$ cat src/inc/i2c_stx_pkg.sv
// Constants for the I2C slave-transmitter with its Avalon-MM registers.
// Assumes byte addresses on the register bus, one 32-bit word per register.
package i2c_stx_pkg;

  // Register byte offsets
  localparam logic [4:0] OFS_CTRL_SET = 5'h00;
  localparam logic [4:0] OFS_STAT   = 5'h04;
  localparam logic [4:0] OFS_DATA   = 5'h08;
  localparam logic [4:0] OFS_OWN    = 5'h0C;
  localparam logic [4:0] OFS_CTRL_CLR = 5'h10;
  localparam logic [4:0] OFS_IRQST  = 5'h14;
  localparam logic [4:0] OFS_IRQMSK = 5'h18;

  // Control bit positions
  localparam int ACK_POS = 2;
  localparam int SI_POS  = 3;
  localparam int STO_POS = 4;
  localparam int START_POS = 5;
  localparam int EN_POS  = 6;

  // Bits software may set or clear; the flag is set only by hardware
  localparam logic [7:0] SET_MASK = 8'h74;
  localparam logic [7:0] CLR_MASK = 8'h6C;

  // Reset values
  localparam logic [7:0] CTRL_RST = 8'h00;
  localparam logic [7:0] OWN_RST  = 8'h00;
  localparam logic [7:0] DATA_RST = 8'h00;
  localparam logic [2:0] MSK_RST  = 3'h0;

  // Status codes
  localparam logic [7:0] ST_ADR_RD   = 8'hA8;
  localparam logic [7:0] ST_ARB_RD   = 8'hB0;
  localparam logic [7:0] ST_TX_ACK   = 8'hB8;
  localparam logic [7:0] ST_TX_NACK  = 8'hC0;
  localparam logic [7:0] ST_LAST_ACK = 8'hC8;
  localparam logic [7:0] ST_IDLE     = 8'hF8;

  // Interrupt status bit positions
  localparam int IRQ_W  = 3;
  localparam int EV_SI   = 0;
  localparam int EV_DONE = 1;
  localparam int EV_ARB  = 2;

  // Bit counter marks
  localparam logic [3:0] CNT_BYTE = 4'h8;
  localparam logic [3:0] CNT_ACK  = 4'h9;
  localparam logic [3:0] CNT_LAST = 4'h7;

  typedef enum logic [5:0] {
    S_IDLE = 6'b000001,
    S_ADDR = 6'b000010,
    S_AACK = 6'b000100,
    S_HOLD = 6'b001000,
    S_TX   = 6'b010000,
    S_MACK = 6'b100000
  } state_t;

endpackage : i2c_stx_pkg

$ cat src/core/i2c_slave_tx.sv
// I2C slave-transmitter section with status codes and set/clear control.
// Assumes open-drain pins resolved outside and a bus master slower than clk.
`timescale 1ns/1ps
`default_nettype none

// Notes on behaviour
// Own address with read, acknowledged, raises the flag with status 0xA8.
// If arbitration was lost just before such an address, status is 0xB0.
// In 0xB0 software writes 0x24 to set start request and acknowledge.
// A sent byte acknowledged by the master gives 0xB8 and another byte.
// A sent byte without acknowledge gives 0xC0 and drops to not addressed.
// The last byte, acknowledged, gives 0xC8 and drops to not addressed.
// In 0xA8 and 0xB0 software loads the first byte before clearing the flag.
// In 0xB8 software loads the next byte before clearing the flag.
// Writing 0x04 to the set register sets the acknowledge bit.
// Writing 0x08 to the clear register clears the flag and resumes the bus.
// Writing 0x0C to the clear register clears flag and acknowledge together.
// While the flag is set the clock is held low and the status stays put.
module i2c_slave_tx
  import i2c_stx_pkg::*;
(
  // System
  input  wire logic        clk,
  input  wire logic        arst_n,
  // Avalon-MM slave
  input  wire logic [4:0]  avs_address,
  input  wire logic        avs_read,
  input  wire logic        avs_write,
  input  wire logic [3:0]  avs_byteenable,
  input  wire logic [31:0] avs_writedata,
  output logic      [31:0] avs_readdata,
  output logic             avs_waitrequest,
  // I2C clock pin
  input  wire logic        scl_in,
  output logic             scl_out,
  output logic             scl_oe,
  // I2C data pin
  input  wire logic        sda_in,
  output logic             sda_out,
  output logic             sda_oe,
  // Master section of the controller
  input  wire logic        arb_lost,
  output logic             start_request,
  // Interrupt
  output logic             irq
);

  logic [1:0]  pins_s;
  logic        scl_s;
  logic        sda_s;
  logic        scl_q_r;
  logic        sda_q_r;
  logic        scl_rise;
  logic        scl_fall;
  logic        start_det;
  logic        stop_det;

  logic        ack_r;
  logic        req;
  logic        wr_go;
  logic [7:0]  wdata;
  logic [31:0] rdata_r;

  logic [7:0]  ctrl_r;
  logic [7:0]  ctrl_nxt;
  logic [7:0]  status_r;
  logic [7:0]  data_r;
  logic [7:0]  own_r;
  logic [IRQ_W-1:0] irq_st_r;
  logic [IRQ_W-1:0] irq_msk_r;
  logic [IRQ_W-1:0] ev;

  state_t      state_r;
  state_t      state_nxt;
  logic [7:0]  shift_r;
  logic [3:0]  cnt_r;
  logic        arb_r;
  logic        nack_r;
  logic        last_r;
  logic        si_set;
  logic [7:0]  code_nxt;
  logic        tx_load;
  logic        cnt_clr;
  logic        cnt_inc;
  logic        addr_hit;
  logic        sda_oe_r;
  logic        scl_oe_r;
  logic        hold_dly_r;

  // Pin inputs
  pin_sync #(
    .W       (2),
    .RST_VAL (2'b11)
  ) u_sync (
    .clk    (clk),
    .arst_n (arst_n),
    .din    ({scl_in, sda_in}),
    .dout   (pins_s)
  );

  assign scl_s = pins_s[1];
  assign sda_s = pins_s[0];

  always_ff @(posedge clk or negedge arst_n) begin
    if (!arst_n) begin
      scl_q_r <= 1'b1;
      sda_q_r <= 1'b1;
    end else begin
      scl_q_r <= scl_s;
      sda_q_r <= sda_s;
    end
  end

  assign scl_rise  = scl_s & ~scl_q_r;
  assign scl_fall  = ~scl_s & scl_q_r;
  assign start_det = scl_s & scl_q_r & sda_q_r & ~sda_s;
  assign stop_det  = scl_s & scl_q_r & ~sda_q_r & sda_s;

  // Bus slave: one wait cycle, then the access completes
  assign req             = avs_read | avs_write;
  assign avs_waitrequest = req & ~ack_r;
  assign wr_go           = avs_write & ack_r & avs_byteenable[0];
  assign wdata           = avs_writedata[7:0];

  always_ff @(posedge clk or negedge arst_n) begin
    if (!arst_n) begin
      ack_r <= 1'b0;
    end else begin
      ack_r <= req & ~ack_r;
    end
  end

  // Read data is latched in the wait cycle and stands at the taking edge
  always_ff @(posedge clk or negedge arst_n) begin
    if (!arst_n) begin
      rdata_r <= 32'h0000_0000;
    end else if (avs_read && !ack_r) begin
      case (avs_address)
        OFS_CTRL_SET: rdata_r <= {24'h000000, ctrl_r};
        OFS_STAT:   rdata_r <= {24'h000000, status_r};
        OFS_DATA:   rdata_r <= {24'h000000, data_r};
        OFS_OWN:    rdata_r <= {24'h000000, own_r};
        OFS_IRQST:  rdata_r <= {29'h00000000, irq_st_r};
        OFS_IRQMSK: rdata_r <= {29'h00000000, irq_msk_r};
        default:    rdata_r <= 32'h0000_0000;
      endcase
    end
  end

  assign avs_readdata = rdata_r;

  // Control: software set and clear, hardware sets the flag
  always_comb begin
    ctrl_nxt = ctrl_r;
    if (wr_go && avs_address == OFS_CTRL_SET) begin
      ctrl_nxt = ctrl_r | (wdata & SET_MASK);
    end
    if (wr_go && avs_address == OFS_CTRL_CLR) begin
      ctrl_nxt = ctrl_r & ~(wdata & CLR_MASK);
    end
    if (si_set) begin
      // A new event beats a clear in the same cycle
      ctrl_nxt[SI_POS] = 1'b1;
    end
  end

  always_ff @(posedge clk or negedge arst_n) begin
    if (!arst_n) begin
      ctrl_r <= CTRL_RST;
    end else begin
      ctrl_r <= ctrl_nxt;
    end
  end

  assign start_request = ctrl_r[START_POS];

  always_ff @(posedge clk or negedge arst_n) begin
    if (!arst_n) begin
      data_r <= DATA_RST;
      own_r  <= OWN_RST;
    end else begin
      if (wr_go && avs_address == OFS_DATA) begin
        data_r <= wdata;
      end
      if (wr_go && avs_address == OFS_OWN) begin
        own_r <= wdata;
      end
    end
  end

  // Interrupt status: sticky, write one to clear, set wins
  assign ev[EV_SI]   = si_set;
  assign ev[EV_DONE] = si_set & (code_nxt == ST_TX_NACK || code_nxt == ST_LAST_ACK);
  assign ev[EV_ARB]  = si_set & (code_nxt == ST_ARB_RD);

  always_ff @(posedge clk or negedge arst_n) begin
    if (!arst_n) begin
      irq_st_r  <= '0;
      irq_msk_r <= MSK_RST;
    end else begin
      if (wr_go && avs_address == OFS_IRQST) begin
        irq_st_r <= (irq_st_r & ~wdata[IRQ_W-1:0]) | ev;
      end else begin
        irq_st_r <= irq_st_r | ev;
      end
      if (wr_go && avs_address == OFS_IRQMSK) begin
        irq_msk_r <= wdata[IRQ_W-1:0];
      end
    end
  end

  assign irq = |(irq_st_r & irq_msk_r);

  // Own address with read bit and acknowledge enabled
  assign addr_hit = (shift_r[7:1] == own_r[7:1]) & shift_r[0]
                  & ctrl_r[ACK_POS] & ctrl_r[EN_POS];

  // Transfer sequencing
  always_comb begin
    state_nxt = state_r;
    si_set    = 1'b0;
    code_nxt  = status_r;
    tx_load   = 1'b0;
    cnt_clr   = 1'b0;
    cnt_inc   = 1'b0;
    case (state_r)
      S_IDLE: begin
        if (start_det && ctrl_r[EN_POS]) begin
          state_nxt = S_ADDR;
          cnt_clr   = 1'b1;
        end
      end
      S_ADDR: begin
        cnt_inc = scl_rise;
        if (scl_fall && cnt_r == CNT_BYTE) begin
          state_nxt = addr_hit ? S_AACK : S_IDLE;
        end
      end
      S_AACK: begin
        cnt_inc = scl_rise;
        if (scl_fall && cnt_r == CNT_ACK) begin
          state_nxt = S_HOLD;
          si_set    = 1'b1;
          code_nxt  = arb_r ? ST_ARB_RD : ST_ADR_RD;
        end
      end
      S_HOLD: begin
        // Clock stays low until software releases the flag
        if (!ctrl_r[SI_POS]) begin
          if (status_r == ST_TX_NACK || status_r == ST_LAST_ACK) begin
            state_nxt = S_IDLE;
          end else begin
            state_nxt = S_TX;
            tx_load   = 1'b1;
            cnt_clr   = 1'b1;
          end
        end
      end
      S_TX: begin
        cnt_inc = scl_fall;
        if (scl_fall && cnt_r == CNT_LAST) begin
          state_nxt = S_MACK;
        end
      end
      S_MACK: begin
        cnt_inc = scl_rise;
        if (scl_fall && cnt_r == CNT_ACK) begin
          state_nxt = S_HOLD;
          si_set    = 1'b1;
          if (nack_r) begin
            code_nxt = ST_TX_NACK;
          end else if (last_r) begin
            code_nxt = ST_LAST_ACK;
          end else begin
            code_nxt = ST_TX_ACK;
          end
        end
      end
      default: begin
        state_nxt = S_IDLE;
      end
    endcase
    // Start from the master restarts, and stop abandons, any unheld transfer
    if (state_r != S_HOLD && state_r != S_IDLE) begin
      if (start_det) begin
        state_nxt = S_ADDR;
        cnt_clr   = 1'b1;
        cnt_inc   = 1'b0;
      end else if (stop_det) begin
        state_nxt = S_IDLE;
      end
    end
  end

  always_ff @(posedge clk or negedge arst_n) begin
    if (!arst_n) begin
      state_r <= S_IDLE;
    end else begin
      state_r <= state_nxt;
    end
  end

  // Status changes when the flag is raised, and returns to idle when a finished transfer is released
  always_ff @(posedge clk or negedge arst_n) begin
    if (!arst_n) begin
      status_r <= ST_IDLE;
    end else if (si_set) begin
      status_r <= code_nxt;
    end else if (state_r == S_HOLD && state_nxt == S_IDLE) begin
      status_r <= ST_IDLE;
    end
  end

  always_ff @(posedge clk or negedge arst_n) begin
    if (!arst_n) begin
      cnt_r <= 4'h0;
    end else if (cnt_clr) begin
      cnt_r <= 4'h0;
    end else if (cnt_inc) begin
      cnt_r <= cnt_r + 4'h1;
    end
  end

  // Address shifts in on rising clock, data shifts out on falling clock
  always_ff @(posedge clk or negedge arst_n) begin
    if (!arst_n) begin
      shift_r <= 8'h00;
    end else if (tx_load) begin
      shift_r <= data_r;
    end else if (state_r == S_ADDR && scl_rise) begin
      shift_r <= {shift_r[6:0], sda_s};
    end else if (state_r == S_TX && scl_fall) begin
      shift_r <= {shift_r[6:0], 1'b1};
    end
  end

  // Acknowledge cleared before a byte marks it as the last one
  always_ff @(posedge clk or negedge arst_n) begin
    if (!arst_n) begin
      last_r <= 1'b0;
      nack_r <= 1'b0;
    end else begin
      if (tx_load) begin
        last_r <= ~ctrl_r[ACK_POS];
      end
      if (state_r == S_MACK && scl_rise) begin
        nack_r <= sda_s;
      end
    end
  end

  // Lost arbitration is remembered until the next own-address report
  always_ff @(posedge clk or negedge arst_n) begin
    if (!arst_n) begin
      arb_r <= 1'b0;
    end else if (arb_lost) begin
      arb_r <= 1'b1;
    end else if (si_set && state_r == S_AACK) begin
      arb_r <= 1'b0;
    end
  end

  // Open-drain drives; clock release lags data by a cycle for setup
  always_ff @(posedge clk or negedge arst_n) begin
    if (!arst_n) begin
      sda_oe_r   <= 1'b0;
      scl_oe_r   <= 1'b0;
      hold_dly_r <= 1'b0;
    end else begin
      sda_oe_r   <= (state_r == S_AACK) | ((state_r == S_TX) & ~shift_r[7]);
      hold_dly_r <= (state_r == S_HOLD);
      scl_oe_r   <= (state_r == S_HOLD) | hold_dly_r;
    end
  end

  assign sda_out = 1'b0;
  assign sda_oe  = sda_oe_r;
  assign scl_out = 1'b0;
  assign scl_oe  = scl_oe_r;

endmodule : i2c_slave_tx
`default_nettype wire

$ cat src/core/pin_sync.sv
// Three-stage input synchroniser with an agreement filter per bit.
// Assumes asynchronous pin inputs; output moves when stages 2 and 3 agree.
`timescale 1ns/1ps
`default_nettype none
module pin_sync #(
  parameter int         W       = 2,
  parameter logic [W-1:0] RST_VAL = '1
) (
  // System
  input  wire logic         clk,
  input  wire logic         arst_n,
  // Pins and filtered result
  input  wire logic [W-1:0] din,
  output logic      [W-1:0] dout
);

  if (W < 1) begin : g_chk
    $error("pin_sync needs at least one bit");
  end

  for (genvar i = 0; i < W; i++) begin : g_bit
    logic s1_r;
    logic s2_r;
    logic s3_r;
    logic out_r;
    always_ff @(posedge clk or negedge arst_n) begin
      if (!arst_n) begin
        s1_r  <= RST_VAL[i];
        s2_r  <= RST_VAL[i];
        s3_r  <= RST_VAL[i];
        out_r <= RST_VAL[i];
      end else begin
        s1_r <= din[i];
        s2_r <= s1_r;
        s3_r <= s2_r;
        // Single-cycle disagreement is treated as noise
        if (s2_r == s3_r) begin
          out_r <= s3_r;
        end
      end
    end
    assign dout[i] = out_r;
  end

endmodule : pin_sync
`default_nettype wire

$ cat config.mk
export PLATFORM = sky130hd
export DESIGN_NAME = i2c_slave_tx
export DESIGN_NICKNAME = d
export VERILOG_FILES = /design/src/inc/i2c_stx_pkg.sv /design/src/core/i2c_slave_tx.sv /design/src/core/pin_sync.sv
export SDC_FILE = /design/constraint.sdc
export NUM_CORES = 1
export LEC_CHECK = 0
export ABC_CLOCK_PERIOD_IN_PS = 1700
export BUFFER_PORTS_ARGS = -buffer_cell sky130_fd_sc_hd__buf_2
export CORE_ASPECT_RATIO = 1.5
export CORE_MARGIN = 2
export CORE_UTILIZATION = 49
export CTS_CLUSTER_DIAMETER = 30
export CTS_CLUSTER_SIZE = 40
export DETAILED_ROUTE_END_ITERATION = 7
export PLACE_DENSITY = 0.76
export SLEW_MARGIN = 20
export SYNTH_ARGS = -nofsm -noshare
export SYNTH_HDL_FRONTEND = slang
export SYNTH_SLANG_ARGS = --single-unit
$ cat constraint.sdc
create_clock -name clk -period 1.7 [get_ports clk]
set_input_delay 0.085 -clock clk [delete_from_list [all_inputs] [get_ports clk]]
set_output_delay 0.085 -clock clk [all_outputs]
set_load 0.05 [all_outputs]
== Word-level counts from Yosys, hierarchy flattened ==
Cells that the tools add are included.

* Bits in read-only memories: 0
* Output and inout bits: 39
* Word-level logic and storage cells: 162
* Bits of input ports: 48
* Latch bits: 0
* Memory bits (writable): 0
* Memories kept: 0
* Flip-flop bits (word level): 105

* Add/sub/neg operators: 1
* Order comparisons: 0
* Reductions and logical operators: 30
* Muxes and demuxes: 43
* Shift-type cells: 0
* Multipliers: 0
* Eq/ne operators: 26
* Bitwise operators: 34
* Div/mod/pow operators: 0

{| class="wikitable"
|+ Operators with widths
! cell !! number
|-
| two-way mux 8 bit || 9
|-
| two-way mux 6 bit || 8
|-
| case mux 8 bit (6 select lines) || 1
|-
| equality test 8 bit (second input constant) || 5
|-
| case mux 6 bit (5 select lines) || 1
|-
| logical AND 1 bit || 17
|-
| bitwise AND 1 bit || 16
|-
| case mux 8 bit (2 select lines) || 1
|-
| equality test 5 bit (second input constant) || 3
|-
| two-way mux 7 bit || 2
|-
| two-way mux 1 bit || 13
|-
| equality test 6 x 1 -> 1 bit (second input constant) || 2
|-
| equality test 5 x 4 -> 1 bit (second input constant) || 2
|-
| two-way mux 5 bit || 2
|-
| bitwise AND 8 bit || 1
|-
| equality test 4 bit (second input constant) || 2
|-
| two-way mux 4 bit || 2
|-
| NOT 7 -> 8 bit || 1
|-
| OR 8 x 7 -> 8 bit || 1
|-
| nonzero test 2 bit || 4
|-
| equality test 7 bit || 1
|-
| NOT 1 bit || 7
|-
| bitwise AND 3 bit || 2
|-
| equality test 6 x 2 -> 1 bit (second input constant) || 1
|-
| 21 further kinds || 30
|}

== Longest topological paths before layout ==
* Depth in word-level cells: 14
* Gate-level depth with buffers: 7
* Gate-level depth less buffers: 6

== Modules after synthesis ==
A second synthesis with hierarchy kept.

* Cells, all modules: 373
* Area total of the unflattened synthesis: 4095.2 sq um

{| class="wikitable"
|+ Modules (own cells, without submodules)
! module !! cells an instance !! area each (sq um) !! times used !! sequential area each (sq um)
|-
| i2c_slave_tx || 361 || 3847.4 || 1 || 1761.7
|-
| pin_sync || 12 || 247.7 || 1 || 210.2
|}

== Least setup slack after synthesis ==
OpenSTA, ideal clock, no wires.

* Kind: reg-to-reg
* Start: reg u_sync.g_bit[1].out_r
* End: reg cnt_r[2]
* Clock period less this slack: 1.816 ns
* Path buffers: 0
* Cell stages (with the launch flop): 6
* Data required time: 1.576 ns
* Arrival: 1.691 ns
* Library setup time: 0.124 ns
* Path slack: -0.116 ns
* Path through: dfstp_2 nand2b_4 or4_1 o22a_2 o2111a_1 or2_1

* Cells in the longest elaborated chain, start to end: 9
* Elaborated cells on any way between the ends: 16
* Classes of those cells: mux (8); bitwise (6); reduce/logical (2)

{| class="wikitable"
|+ Ends and longest elaborated chain
! element !! line !! RTL
|-
| start, declared || pin_sync.sv:25 || <nowiki>logic out_r;</nowiki>
|-
| start signal, assigned || pin_sync.sv:31 || <nowiki>out_r <= RST_VAL[i];</nowiki>
|-
| start signal, assigned || pin_sync.sv:38 || <nowiki>out_r <= s3_r;</nowiki>
|-
| bitwise AND 1 bit (3 in series) || i2c_slave_tx.sv:116 || <nowiki>assign start_det = scl_s & scl_q_r & sda_q_r & ~sda_s;</nowiki>
|-
| logical AND 1 bit || i2c_slave_tx.sv:228 || <nowiki>if (start_det && ctrl_r[EN_POS]) begin</nowiki>
|-
| two-way mux 1 bit || i2c_slave_tx.sv:228 ||
|-
| case mux 1 bit (2 select lines) || i2c_slave_tx.sv:226 || <nowiki>case (state_r)</nowiki>
|-
| two-way mux 1 bit || i2c_slave_tx.sv:285 || <nowiki>if (start_det) begin</nowiki>
|-
| two-way mux 1 bit || i2c_slave_tx.sv:284 || <nowiki>if (state_r != S_HOLD && state_r != S_IDLE) begin</nowiki>
|-
| two-way mux 4 bit or nonzero test 2 bit (tied branches) || - ||
|-
| end signal, assigned || i2c_slave_tx.sv:320 || <nowiki>cnt_r <= cnt_r + 4'h1;</nowiki>
|-
| end, declared || i2c_slave_tx.sv:76 || <nowiki>logic [3:0] cnt_r;</nowiki>
|}

Several ways; a longest one is shown, not always the timed one.
A chain may end at the register's enable or synchronous reset.

== Worst setup path in the final report ==
Same ends and word-level chain as after synthesis.

==> results.txt <==
- Once detail routing completed, the nets flagged for antenna violations numbered 0.
* Final hold violations: 0
- The largest single stage delay on the critical path is roughly 550 ps.
- The initial utilization of the core area, before any placement, comes to between 50% and 60%.
- Top cell family by delay on the critical path: simple AND/OR/NAND/NOR gates
- In this run the biggest area consumer among cell types represents between 30% and 40% of the synthesized area.
- Fin Setup TNS: -157 ps
- Largest cells by area after synthesis: sky130_fd_sc_hd__dfrtp_1 (39%), sky130_fd_sc_hd__dfstp_2 (10%), sky130_fd_sc_hd__mux2_2 (5.3%)
- A synthesized cell averages about 11 µm².
* Wire length of the first global-routing pass: between 15000 and 20000 µm
* Nature of the critical path endpoint: flip-flop
- Of the available clock period, the critical path in the final layout requires 105%.
* Outcome: finished, violations left
* Rel. slew slack: 58.8%
- Post-synthesis cell count: 352
* Depth of the most critical reg-to-reg path: 5
- Number of antenna violations at the first check in global routing: 0
- After detailed placement, the total cell area comes to ~0.0045 mm².
- In the synthesized netlist the async set-or-reset flop fraction comes to 100%.
- CP bufs+invs: 0
- For this run, the detailed router's first-pass iteration total came to 4.
- For this run, the number of Yosys warnings is 0.
- The via count of the first global-routing pass was 3116.
- CTS buffer count: 9
- Cell internal power was estimated by the tool at between 3 and 4 mW.
- The H-tree was split into 3 levels.
* Worst endpoint required time: between 1500 and 2000 ps
- Maxcap violations: 0
* Mapped cell area: 0.00401 mm²
- Clock insertion delay at the later pin of the skew report: approximately 340 ps
* Num ports: 87
- Drt via density: ~5.7
- Synthesis instantiated approximately 70 different standard cells from the library.
* Die extent in y: 115 µm
- Number of setup violations in the final report: 4
* Fraction of power spent switching nets: 26.7%
- Type of the worst setup path: reg -> reg
- Remaining global-route overflow: 0
- Setup repair after global routing could not meet its margin everywhere.
- DR vias: between 3000 and 4000
- Final Critical Period: around 1800 ps
* Arrival @ worst endpoint: ~2000 ps
* Setup clock skew after layout: slightly above 5 ps
- Of the synthesized area, sequential elements account for a little under 50%.
* Min setup slack post-route: -85.3 ps
- Largest net degree at the start of global routing: 48
- Remaining design rule violation count: 0
- Detailed placement finished with a half-perimeter wire length of ~6800 µm.
- Sequential Power Share: between 40% and 50%
* Proportion of power drawn by the clock network: 42.0%
- Relative to the synthesized area, the layout overhead comes to 25.8%.
- Share of layout cells above drive strength 1: 39.1%
- Number of diodes added for antenna fixing: 0
- The longest clock path from root to sink contains 2 buffers.
- The signal on the critical path passes through nand2b_4, or4_4, o22a_4, o2111a_1, or2_1.
- Overall routed net length: ~10000 µm
* Total Die Area: about 0.0089 mm²
- Area of the core: approximately 0.008 mm²
- Derived from the worst setup path, the maximum achievable clock frequency is roughly 0.56 GHz.
- Power density relative to cell area: 964 mW/mm²
- From left edge to right edge, the die measures 77.8 µm.
- The checks that failed: setup timing.
- Min-Delay Path Class: in -> reg
- CP max stage cell: sky130_fd_sc_hd__dfstp_2
- Crit path depth: 5
- The final layout contains 486 nets.
- For this block, the initial DRC count from the detailed router was 210.
- Maximum fanout encountered on the critical timing path: 3
- Wire per inst: 18.1 µm
- Number of filler cells placed in the layout: 600
- Counting flops and latches in the post-synthesis netlist gives 78.
- For this design the static power due to leakage is roughly 2.4 nW.
- The initialized floorplan defines 40 standard-cell rows.
- Global routing used 22.2% of the available tracks.
- Hold-critical path depth: 2
- Power dissipated by switching net loads: 1.30 mW
* Clock transition at the register clock pins on the worst setup and hold paths after CTS: roughly 60 ps
- At the pin with the least slew margin, the transition time is between 600 and 700 ps.
- Launching element type of the critical path: flip-flop
- Root buffer cell: sky130_fd_sc_hd__clkbuf_16
* Post-synth EDFFs: 0
* Fin. max-slew vios: 0
- Primary flip-flop cell chosen by synthesis mapping: sky130_fd_sc_hd__dfrtp_1
* Gate power share: around 15%
* Final GP Congestion: ~0.87
- Most area-hungry cell type in the Yosys netlist: sky130_fd_sc_hd__dfrtp_1
- Number of sinks on the clock net: 78
- Clock tree from TritonCTS: built
- Summed area of non-filler cells in the final layout: 0.00504 mm²
- Count of buffers inserted at the top-level ports: 33
- Largest vdd supply drop: just under 0.0006 V
-- sequential cells by signal (all words and copies together), names as in the netlist, named ones only --
register            count
irq_msk_r               3
shift_r                 8
u_sync.g_bit.s1_r       2
scl_oe                  1
status_r                8
sda_q_r                 1
nack_r                  1
hold_dly_r              1
avs_readdata            8
arb_r                   1
irq_st_r                3
sda_oe                  1
ctrl_r                  2
cnt_r                   4
u_sync.g_bit.s2_r       2
own_r                   8
data_r                  8
u_sync.g_bit.out_r      2
last_r                  1
scl_q_r                 1
ack_r                   1
u_sync.g_bit.s3_r       2
state_r                 6
-- what timing repair did --
item,4_1_cts,5_1_grt
hold buffers,5,0
endpoints found under the hold margin,33,0
setup endpoints to repair,13,30
setup buffers,3,4
resized for setup,10,24
pin swaps,1,7
-- final timing paths --
path                                                    from                              to  slack [ps]
setup / recovery           u_sync.g_bit[1].out_r$_DFFE_PN1N_            cnt_r[2]$_DFFE_PN0P_         -90
hold / removal                              avs_writedata[7]            own_r[7]$_DFFE_PN0P_          10
setup reg to reg           u_sync.g_bit[1].out_r$_DFFE_PN1N_            cnt_r[2]$_DFFE_PN0P_         -90
hold reg to reg               u_sync.g_bit[0].s1_r$_DFF_PN1_  u_sync.g_bit[0].s2_r$_DFF_PN1_         350
max in group asynchronous                             arst_n           data_r[3]$_DFFE_PN0P_         830
min in group asynchronous                             arst_n            cnt_r[0]$_DFFE_PN0P_         310
-- cell usage after synthesis (4+ instances only) --
library cell,n
sky130_fd_sc_hd__dfstp_2,16
sky130_fd_sc_hd__mux2i_1,10
sky130_fd_sc_hd__nor3_1,6
sky130_fd_sc_hd__nand3_1,6
sky130_fd_sc_hd__o21ai_0,10
sky130_fd_sc_hd__nand4_1,5
sky130_fd_sc_hd__nand2_1,16
sky130_fd_sc_hd__xor2_1,5
sky130_fd_sc_hd__inv_1,8
sky130_fd_sc_hd__nand2b_1,10
sky130_fd_sc_hd__nor2b_1,6
sky130_fd_sc_hd__mux4_2,4
sky130_fd_sc_hd__nor2_1,26
sky130_fd_sc_hd__mux2_2,19
sky130_fd_sc_hd__a21oi_1,16
sky130_fd_sc_hd__a22o_1,12
sky130_fd_sc_hd__xnor2_1,6
sky130_fd_sc_hd__dfrtp_1,62
sky130_fd_sc_hd__buf_4,27
-- metal layers --
layer,global-route usage [%],vias to the layer above,share of wire [%]
met3,2.90,31,3.8
met1,25.2,1577,38
li1,-,1391,-
met5,0,-,0
met2,39.7,100,54
met4,13.3,0,4.0
-- metrics by stage --
stage	power (mW)	hold WS (ps)	worst slack [ps]	cells	utilization [%]
after floorplan	2.57	-211	-94.9	377	-
after global placement	2.74	122	-44.3	518	56.0
after detailed placement	2.76	130	-56.0	518	56.0
after CTS	4.82	8.07	-60.4	542	61.5
after global routing	5.02	8.21	-129	545	63.4
final	4.86	12.6	-85.3	545	63.4
-- cells in the final DEF (no fill, tap or decap), types with 3 or more instances in the layout --
cell / instances
sky130_fd_sc_hd__xnor2_1: 4
sky130_fd_sc_hd__a21oi_1: 16
sky130_fd_sc_hd__mux2_2: 19
sky130_fd_sc_hd__nand4_1: 5
sky130_fd_sc_hd__mux2_4: 3
sky130_fd_sc_hd__dlygate4sd3_1: 5
sky130_fd_sc_hd__xor2_1: 5
sky130_fd_sc_hd__o21ai_0: 8
sky130_fd_sc_hd__a31oi_1: 3
sky130_fd_sc_hd__buf_12: 3
sky130_fd_sc_hd__nand2_1: 16
sky130_fd_sc_hd__mux2i_1: 10
sky130_fd_sc_hd__nand2b_1: 9
sky130_fd_sc_hd__buf_2: 32
sky130_fd_sc_hd__dfrtp_1: 59
sky130_fd_sc_hd__nor2_1: 23
sky130_fd_sc_hd__nand3_1: 4
sky130_fd_sc_hd__dfrtp_2: 3
sky130_fd_sc_hd__a21o_1: 3
sky130_fd_sc_hd__inv_1: 8
sky130_fd_sc_hd__buf_6: 3
sky130_fd_sc_hd__nor2_4: 4
sky130_fd_sc_hd__conb_1: 26
sky130_fd_sc_hd__buf_4: 41
sky130_fd_sc_hd__nor3_1: 5
sky130_fd_sc_hd__a22oi_1: 3
sky130_fd_sc_hd__nor2b_1: 6
sky130_fd_sc_hd__a22o_1: 12
sky130_fd_sc_hd__mux4_2: 4
sky130_fd_sc_hd__clkbuf_16: 9
sky130_fd_sc_hd__and2_1: 3
sky130_fd_sc_hd__ha_1: 3
sky130_fd_sc_hd__dfstp_2: 16
-- area by class of cell --
type | instances | area, µm² | share of cell area [%]
tap | 105 | 131 | 2.61
timing repair buffer | 84 | 612 | 12.1
inverter | 8 | 30.0 | 0.596
clock inverter | 4 | 70.1 | 1.39
clock buffer | 12 | 246 | 4.89
multi-input combinational | 254 | 1980 | 39.2
sequential | 78 | 1980 | 39.2
-- worst reg2reg max path, cell delays in order (launching register included) --
cell and delay [ps]:
sky130_fd_sc_hd__dfstp_2 550, sky130_fd_sc_hd__nand2b_4 50, sky130_fd_sc_hd__or4_4 410, sky130_fd_sc_hd__o22a_4 230, sky130_fd_sc_hd__o2111a_1 230, sky130_fd_sc_hd__or2_1 200
-- power groups by stage --
| stage | combinational, mW | clock (mW) | sequential, mW |
|---|---|---|---|
| 2_1_floorplan | 0.486 | 0 | 2.08 |
| 3_3_place_gp | 0.653 | 0 | 2.08 |
| 3_5_place_dp | 0.671 | 0 | 2.09 |
| 4_1_cts | 0.696 | 2.06 | 2.06 |
| 5_1_grt | 0.802 | 2.14 | 2.08 |
| 6_report | 0.750 | 2.04 | 2.07 |
-- cell families after synthesis --
group / share of synthesized area (%)
AND/OR/NAND/NOR: 15.3
flip-flops: 49.2
AO/OA/AOI/OAI: 12.9
buffers and inverters: 7.40
multiplexers: 11.2
XOR/XNOR: 2.40
adder cells (fa/ha/maj): 1.44
other: 0.0936
Note: power is estimated with default switching activity, not from simulation.
